[src/rtl/clock_divider_control_pkg.sv]
// Function
// writing one to counter-clear bit zeroes basic timer count; zero does nothing
// writing one to divider-clear bit resets both prescale dividers; zero does nothing (code clears only the timer divider, the cpu divider keeps counting)
// after reset the cpu clock runs at oscillator divided by sixteen
// clock select bits 4:3 give divide by 16, 8, 2, 1 for codes 00..11
// software picks a faster cpu clock by writing bits 4:3
// basic timer select bits 3:2 give divide by 4096, 1024, 128, 16
// both clear bits return to zero by themselves and read back as zero
package clock_divider_control_pkg;
    // ------------------------------------------------------------
    // register map
    // ------------------------------------------------------------
    localparam logic [7:0] BASIC_TIMER_CONTROL_OFFSET  = 8'hD3;
    localparam logic [7:0] SYSTEM_CLOCK_CONTROL_OFFSET = 8'hD4;
    localparam logic [7:0] BASIC_TIMER_CONTROL_RESET   = 8'h00;
    localparam logic [7:0] SYSTEM_CLOCK_CONTROL_RESET  = 8'h00;

    // ------------------------------------------------------------
    // field positions
    // ------------------------------------------------------------
    localparam int COUNTER_CLEAR_BIT = 0 + 1;
    localparam int DIVIDER_CLEAR_BIT = 0;
    localparam int TIMER_SEL_LSB     = 2;
    localparam int WATCHDOG_CODE_LSB = 4;
    localparam int CPU_SEL_LSB       = 3;
    localparam int WAKE_DISABLE_BIT  = 7;

    // ------------------------------------------------------------
    // divide codes
    // ------------------------------------------------------------
    localparam logic [1:0] CPU_DIV16 = 2'h0;
    localparam logic [1:0] CPU_DIV8  = 2'h1;
    localparam logic [1:0] CPU_DIV2  = 2'h2;
    localparam logic [1:0] CPU_DIV1  = 2'h3;
    localparam logic [1:0] BT_DIV4096 = 2'h0;
    localparam logic [1:0] BT_DIV1024 = 2'h1;
    localparam logic [1:0] BT_DIV128  = 2'h2;
    localparam logic [1:0] BT_DIV16   = 2'h3;
    localparam int PRESCALE_WIDTH = 12;
    localparam int BT_COUNT_WIDTH = 8;
endpackage

[src/rtl/prescale_counter.sv]
`timescale 1ns/1ps
// free-running divider; outputs its raw count, clear resets it
module prescale_counter #(
    parameter int WIDTH = 12
) (
    // clock and reset
    input  wire logic             clock,
    input  wire logic             rst_n,
    // control
    input  wire logic             clear,
    // state
    output logic      [WIDTH-1:0] count
);
    // --------------------------------------------------------
    // counter
    // --------------------------------------------------------
    always_ff @(posedge clock or negedge rst_n) begin
        if (!rst_n) begin
            count <= '0;
        end else if (clear) begin
            count <= '0;
        end else begin
            count <= count + 1'b1;
        end
    end
endmodule

[src/rtl/clock_divider_control.sv]
`timescale 1ns/1ps
module clock_divider_control
    import clock_divider_control_pkg::*;
(
    // clock and reset
    input  wire logic        clock,
    input  wire logic        rst_n,
    // avalon-mm slave
    input  wire logic [7:0]  address,
    input  wire logic        read,
    input  wire logic        write,
    input  wire logic [31:0] writedata,
    output logic      [31:0] readdata,
    output logic             waitrequest,
    // clock enables
    output logic             cpuClockEnable,
    output logic             timerClockEnable,
    output logic             counterTick,
    // state
    output logic [7:0]       basicTimerCount,
    output logic [1:0]       cpuSelect,
    output logic             wakeDisable,
    output logic [3:0]       watchdogCode
);
    // ------------------------------------------------------------
    // bus decode
    // ------------------------------------------------------------
    // one wait cycle per access: request is answered the cycle after it rises
    logic       ack;
    logic [1:0] timerSelect;
    wire        access   = (read | write) & ~ack;
    wire        hitTimer = (address == BASIC_TIMER_CONTROL_OFFSET);
    wire        hitClock = (address == SYSTEM_CLOCK_CONTROL_OFFSET);
    wire        wrTimer  = write & ack & hitTimer;
    wire        wrClock  = write & ack & hitClock;
    wire        clearCounter = wrTimer & writedata[COUNTER_CLEAR_BIT];
    wire        clearDivider = wrTimer & writedata[DIVIDER_CLEAR_BIT];

    assign waitrequest = (read | write) & ~ack;

    // clear bits never stored so they read zero
    wire [7:0]  timerView = {watchdogCode, timerSelect, 2'b00};
    wire [7:0]  clockView = {wakeDisable, 2'b00, cpuSelect, 3'b000};
    wire [7:0]  readMux   = hitTimer ? timerView : (hitClock ? clockView : 8'h00);

    // ------------------------------------------------------------
    // handshake and read data
    // ------------------------------------------------------------
    always_ff @(posedge clock or negedge rst_n) begin
        if (!rst_n) begin
            ack      <= 1'b0;
            readdata <= 32'h0000_0000;
        end else begin
            ack      <= access;
            readdata <= access ? {24'h00_0000, readMux} : readdata;
        end
    end

    // ------------------------------------------------------------
    // control registers
    // ------------------------------------------------------------
    always_ff @(posedge clock or negedge rst_n) begin
        if (!rst_n) begin
            cpuSelect    <= SYSTEM_CLOCK_CONTROL_RESET[CPU_SEL_LSB +: 2];
            wakeDisable  <= SYSTEM_CLOCK_CONTROL_RESET[WAKE_DISABLE_BIT];
            timerSelect  <= BASIC_TIMER_CONTROL_RESET[TIMER_SEL_LSB +: 2];
            watchdogCode <= BASIC_TIMER_CONTROL_RESET[WATCHDOG_CODE_LSB +: 4];
        end else begin
            if (wrClock) begin
                cpuSelect   <= writedata[CPU_SEL_LSB +: 2];
                wakeDisable <= writedata[WAKE_DISABLE_BIT];
            end
            if (wrTimer) begin
                timerSelect  <= writedata[TIMER_SEL_LSB +: 2];
                watchdogCode <= writedata[WATCHDOG_CODE_LSB +: 4];
            end
        end
    end

    // ------------------------------------------------------------
    // prescale dividers
    // ------------------------------------------------------------
    logic [PRESCALE_WIDTH-1:0] cpuDiv;
    logic [PRESCALE_WIDTH-1:0] timerDiv;

    // cpu divider is not covered by the clear bit
    prescale_counter #(.WIDTH(PRESCALE_WIDTH)) cpuPrescale (
        .clock (clock),
        .rst_n (rst_n),
        .clear (1'b0),
        .count (cpuDiv)
    );

    // shared divider for basic timer and timer/counters
    prescale_counter #(.WIDTH(PRESCALE_WIDTH)) timerPrescale (
        .clock (clock),
        .rst_n (rst_n),
        .clear (clearDivider),
        .count (timerDiv)
    );

    // enable when the low bits of the divider are all ones
    function automatic logic lowOnes(input logic [PRESCALE_WIDTH-1:0] v, input int n);
        logic [PRESCALE_WIDTH-1:0] m;
        m = PRESCALE_WIDTH'((1 << n) - 1);
        return (v & m) == m;
    endfunction

    // ------------------------------------------------------------
    // rate selection
    // ------------------------------------------------------------
    always_comb begin
        case (cpuSelect)
            CPU_DIV16: cpuClockEnable = lowOnes(cpuDiv, 4);
            CPU_DIV8:  cpuClockEnable = lowOnes(cpuDiv, 3);
            CPU_DIV2:  cpuClockEnable = lowOnes(cpuDiv, 1);
            default:   cpuClockEnable = 1'b1;
        endcase
    end

    always_comb begin
        case (timerSelect)
            BT_DIV4096: timerClockEnable = lowOnes(timerDiv, 12);
            BT_DIV1024: timerClockEnable = lowOnes(timerDiv, 10);
            BT_DIV128:  timerClockEnable = lowOnes(timerDiv, 7);
            default:    timerClockEnable = lowOnes(timerDiv, 4);
        endcase
    end

    assign counterTick = timerClockEnable & ~clearDivider;

    // ------------------------------------------------------------
    // basic timer count
    // ------------------------------------------------------------
    always_ff @(posedge clock or negedge rst_n) begin
        if (!rst_n) begin
            basicTimerCount <= 8'h00;
        end else if (clearCounter) begin
            basicTimerCount <= 8'h00;
        end else if (counterTick) begin
            basicTimerCount <= basicTimerCount + 8'h01;
        end
    end
endmodule

[config.mk]
export PLATFORM = sky130hd
export DESIGN_NAME = clock_divider_control
export DESIGN_NICKNAME = d
export VERILOG_FILES = /design/src/rtl/clock_divider_control_pkg.sv /design/src/rtl/prescale_counter.sv /design/src/rtl/clock_divider_control.sv
export SDC_FILE = /design/constraint.sdc
export NUM_CORES = 1
export LEC_CHECK = 0
export ABC_CLOCK_PERIOD_IN_PS = 4000
export BUFFER_PORTS_ARGS = -buffer_cell sky130_fd_sc_hd__buf_4
export CORE_ASPECT_RATIO = 1.5
export CORE_MARGIN = 1
export CORE_UTILIZATION = 30
export CTS_CLUSTER_SIZE = 16
export DETAILED_ROUTE_END_ITERATION = 10
export MAX_ROUTING_LAYER = met4
export PLACE_DENSITY_LB_ADDON = 0.05
export REMOVE_ABC_BUFFERS = 1
export SLEW_MARGIN = 20
export SYNTH_ARGS = -nofsm -noshare
export SYNTH_HDL_FRONTEND = slang
export SYNTH_SLANG_ARGS = --single-unit
[constraint.sdc]
create_clock -name clock -period 4 [get_ports clock]
set_input_delay 0.2 -clock clock [delete_from_list [all_inputs] [get_ports clock]]
set_output_delay 0.2 -clock clock [all_outputs]
set_load 0.02 [all_outputs]
==> results.md <==
* Status: finished clean
* Top delay family on crit path: simple AND/OR/NAND/NOR gates
* H-tree level count at 2
* Via count at 1578
* Fin cells at roughly 340
* Clock buffer depth at 2
* Total wire length at between 4 and 5 mm
* CTS-repair resized insts at 0
* Die width at about 72 um
* Final worst path period share at 0.510
* Antenna violations before repair at 0
* Synth Cell Area at 2190 um^2
* GRT met3 Usage at 0.0263
* Leak at roughly 0.0013 uW
* Met2 Resource Use GR at 0.211
* DRT Pass-1 Iters at 4
* Commonest register cell after synthesis: dfrtp_1
* GR Overflow Total at 0
* Vias in the first global route at about 1600
* Max incr delay on CP at about 0.43 ns
* Max Cap Violations at 0
* GRT busiest layer: met2
* DRT antenna net count at 0
* CP Class: reg2out
* Max_slew headroom at 0.481
* Hpwl dp at between 3 and 4 mm
* FF+latch count, synth at 40
* Initial core utilization at 0.316
* Sequential area share after synthesis at 0.456
* Core area at 6940 um^2
* Element type at the critical path start: register
* CP most frequent cell: and3_1
* Worst setup EP type: output port
* Bufs and invs on worst path at 1
* Placed Cells at 329
* Final setup TNS at 0 ns
* WP data arrival at about 1.8 ns
* Wire length of the first global-routing pass at around 7.8 mm
* Cts bufs inserted at 5
* Clock latency on the worst-skew pair at 0.30 ns
* Max Slew Vio Count at 0
* Crit-path cells: and3_1 -> and3_1 -> nor3_4 -> buf_4
* Site row count at 37
* Top-count cell post-synth: dfrtp_1
* Largest net degree at the start of global routing at 41
* Crit path max fanout at 16
* CP required at 3.80 ns
* EDFF count, synth at 0
* Crit-path slowest cell: and3_1
* Root Buffer: clkbuf_8
* Mean Syn Cell Area at between 10 and 15 um^2
* Final setup fails at 0
* Initial drt markers at between 60 and 70
* Hold_ws at 0.113 ns
* Top cell type's share of synthesized area at 0.456
* Synth top cells by count: 40 x dfrtp_1, 26 x buf_4, 23 x nor2_1
* Slew @ Worst Pin at a little under 0.8 ns
* Syn. warnings at 0
* Max frequency at 490 MHz
* Total die area at between 7000 and 8000 um^2
* # DRC at 0
* Routing usage on met1 at 0.173
* Global Route Usage Sum at 0.136
* PwrDens at about 400 nW/um^2
* Async set or reset register ratio after synthesis at 1.00
* Final Hold Fails at 0
* Cell taking the most area after synthesis: dfrtp_1
* Minimum clock period at 2.04 ns
* Peak supply drop at 0.213 mV
* DR WL/cell at approximately 14 um
* Placer Congestion at around 0.75
* Cell count after synthesis at between 200 and 250
* # diodes at 0
* Synth area leaders: dfrtp_1 46%, buf_4 8.9%, mux2_2 4.1%, nor2_1 3.9%, mux2i_1 3.6%
* Port Buffers at 44
* CTS tree: built
* RSZ-0062 raised after global routing: no
* Num ports at 95
* Share of layout cells above drive strength 1 at 0.277
* Post-synth cell types at 35
* Clk_skew at 0.0107 ns
* Die H at between 100 and 150 um
* CTS clock-pin slew for the worst setup and hold paths at 0.09 ns
* Area Overhead vs Synth at 19.6%
* Clk sinks at 40
* Nets at ~310
* Worst Hold Class: in2reg
* Via density at about 4.7
sequential cells by signal (all words and copies together), names as in the netlist:
register             cells
timerPrescale.count     12
watchdogCode             4
timerSelect              2
cpuPrescale.count        4
wakeDisable              1
ack                      1
readdata                 6
basicTimerCount          8
cpuSelect                2
area by class of cell:
class / count / area, um^2
repair buffers: 45 / 340
fillers: 706 / 4320
clock buffers: 6 / 82.6
flip-flops and latches: 40 / 1000
multi-input cells: 162 / 1050
well taps: 78 / 97.6
inverters: 5 / 18.8
clock inverters: 2 / 38.8
worst min-delay path: cells and delay by family:
kind | cells | cell delay [ns]
AOI/OAI and AO/OA | 1 | 0.06
buffers and inverters | 1 | 0.08
and+or+nand+nor | 1 | 0.04
per-stage QoR:
| stage | util | area [um^2] | setup slack, ns | total power, uW |
|---|---|---|---|---|
| final | 0.378 | 2630 | 1.96 | 1050 |
| after global routing | 0.378 | 2630 | 1.83 | 1110 |
| after CTS | 0.378 | 2630 | 1.92 | 1070 |
| after global placement | 0.359 | 2490 | 2.09 | 699 |
| after floorplan | - | 2070 | 2.44 | 625 |
| after detailed placement | 0.359 | 2490 | 2.10 | 699 |
kinds of logic (layout without fill, tap and decap cells):
group | count (synthesis) | in the layout | share of synthesized area
muxes | 16 | 16 | 0.0775
xor gates and xnor gates | 11 | 11 | 0.0439
other | 1 | 26 | 0.00171
adders and majority gates | 4 | 4 | 0.0228
AOI/OAI and AO/OA | 10 | 10 | 0.0393
and+or+nand+nor | 95 | 95 | 0.249
DFF | 40 | 40 | 0.456
buffers and inverters | 37 | 58 | 0.110
power breakdown:
part	switching (uW)	internal [uW]
sequential	59.8	447
clock	155	204
combinational	107	75.7
routing by layer:
layer,vias to the layer above,share of wire
li1,771,-
met1,754,0.45
met2,44,0.50
met3,9,0.030
met4,0,0.019
met5,-,0
cell usage in the layout, fill, tap and decap left out, drive strengths merged:
| cell type | n |
|---|---|
| ha | 4 |
| conb | 26 |
| o21ai | 1 |
| and3 | 4 |
| a31oi | 1 |
| nor2 | 23 |
| nand3 | 13 |
| a221oi | 3 |
| mux2i | 8 |
| dlygate4sd3 | 1 |
| and4bb | 1 |
| a211oi | 1 |
| nand4 | 8 |
| clkinv | 1 |
| nand4b | 1 |
| nand2 | 19 |
| o32a | 1 |
| mux2 | 8 |
| dfrtp | 40 |
| and2 | 5 |
| a21oi | 2 |
| inv | 5 |
| xnor2 | 9 |
| bufinv | 1 |
| clkbuf | 6 |
| nand2b | 8 |
| nor4 | 7 |
| nor3 | 4 |
| or2 | 1 |
| o32ai | 1 |
| and4b | 1 |
| xor2 | 2 |
| buf | 44 |
path summary, 6_finish.rpt:
kind	startpoint	to	slack (ns)	cells past startpoint
setup reg to reg	ack	basicTimerCount[5]	2.31	4
min in group asynchronous	rst_n	timerPrescale.count[10]	0.41	2
hold reg to reg	readdata[5]	readdata[5]	0.47	2
hold / removal	writedata[3]	timerSelect[1]	0.11	3
setup / recovery	ack	counterTick	1.96	4
max in group asynchronous	rst_n	readdata[6]	3.20	2
timing repair:
| action | in CTS | in global routing |
|---|---|---|
| endpoints found under the hold margin | 40 | 0 |
| hold buffers | 1 | 0 |
| setup buffers | 0 | 0 |
Power figures use the tool's default switching activity.
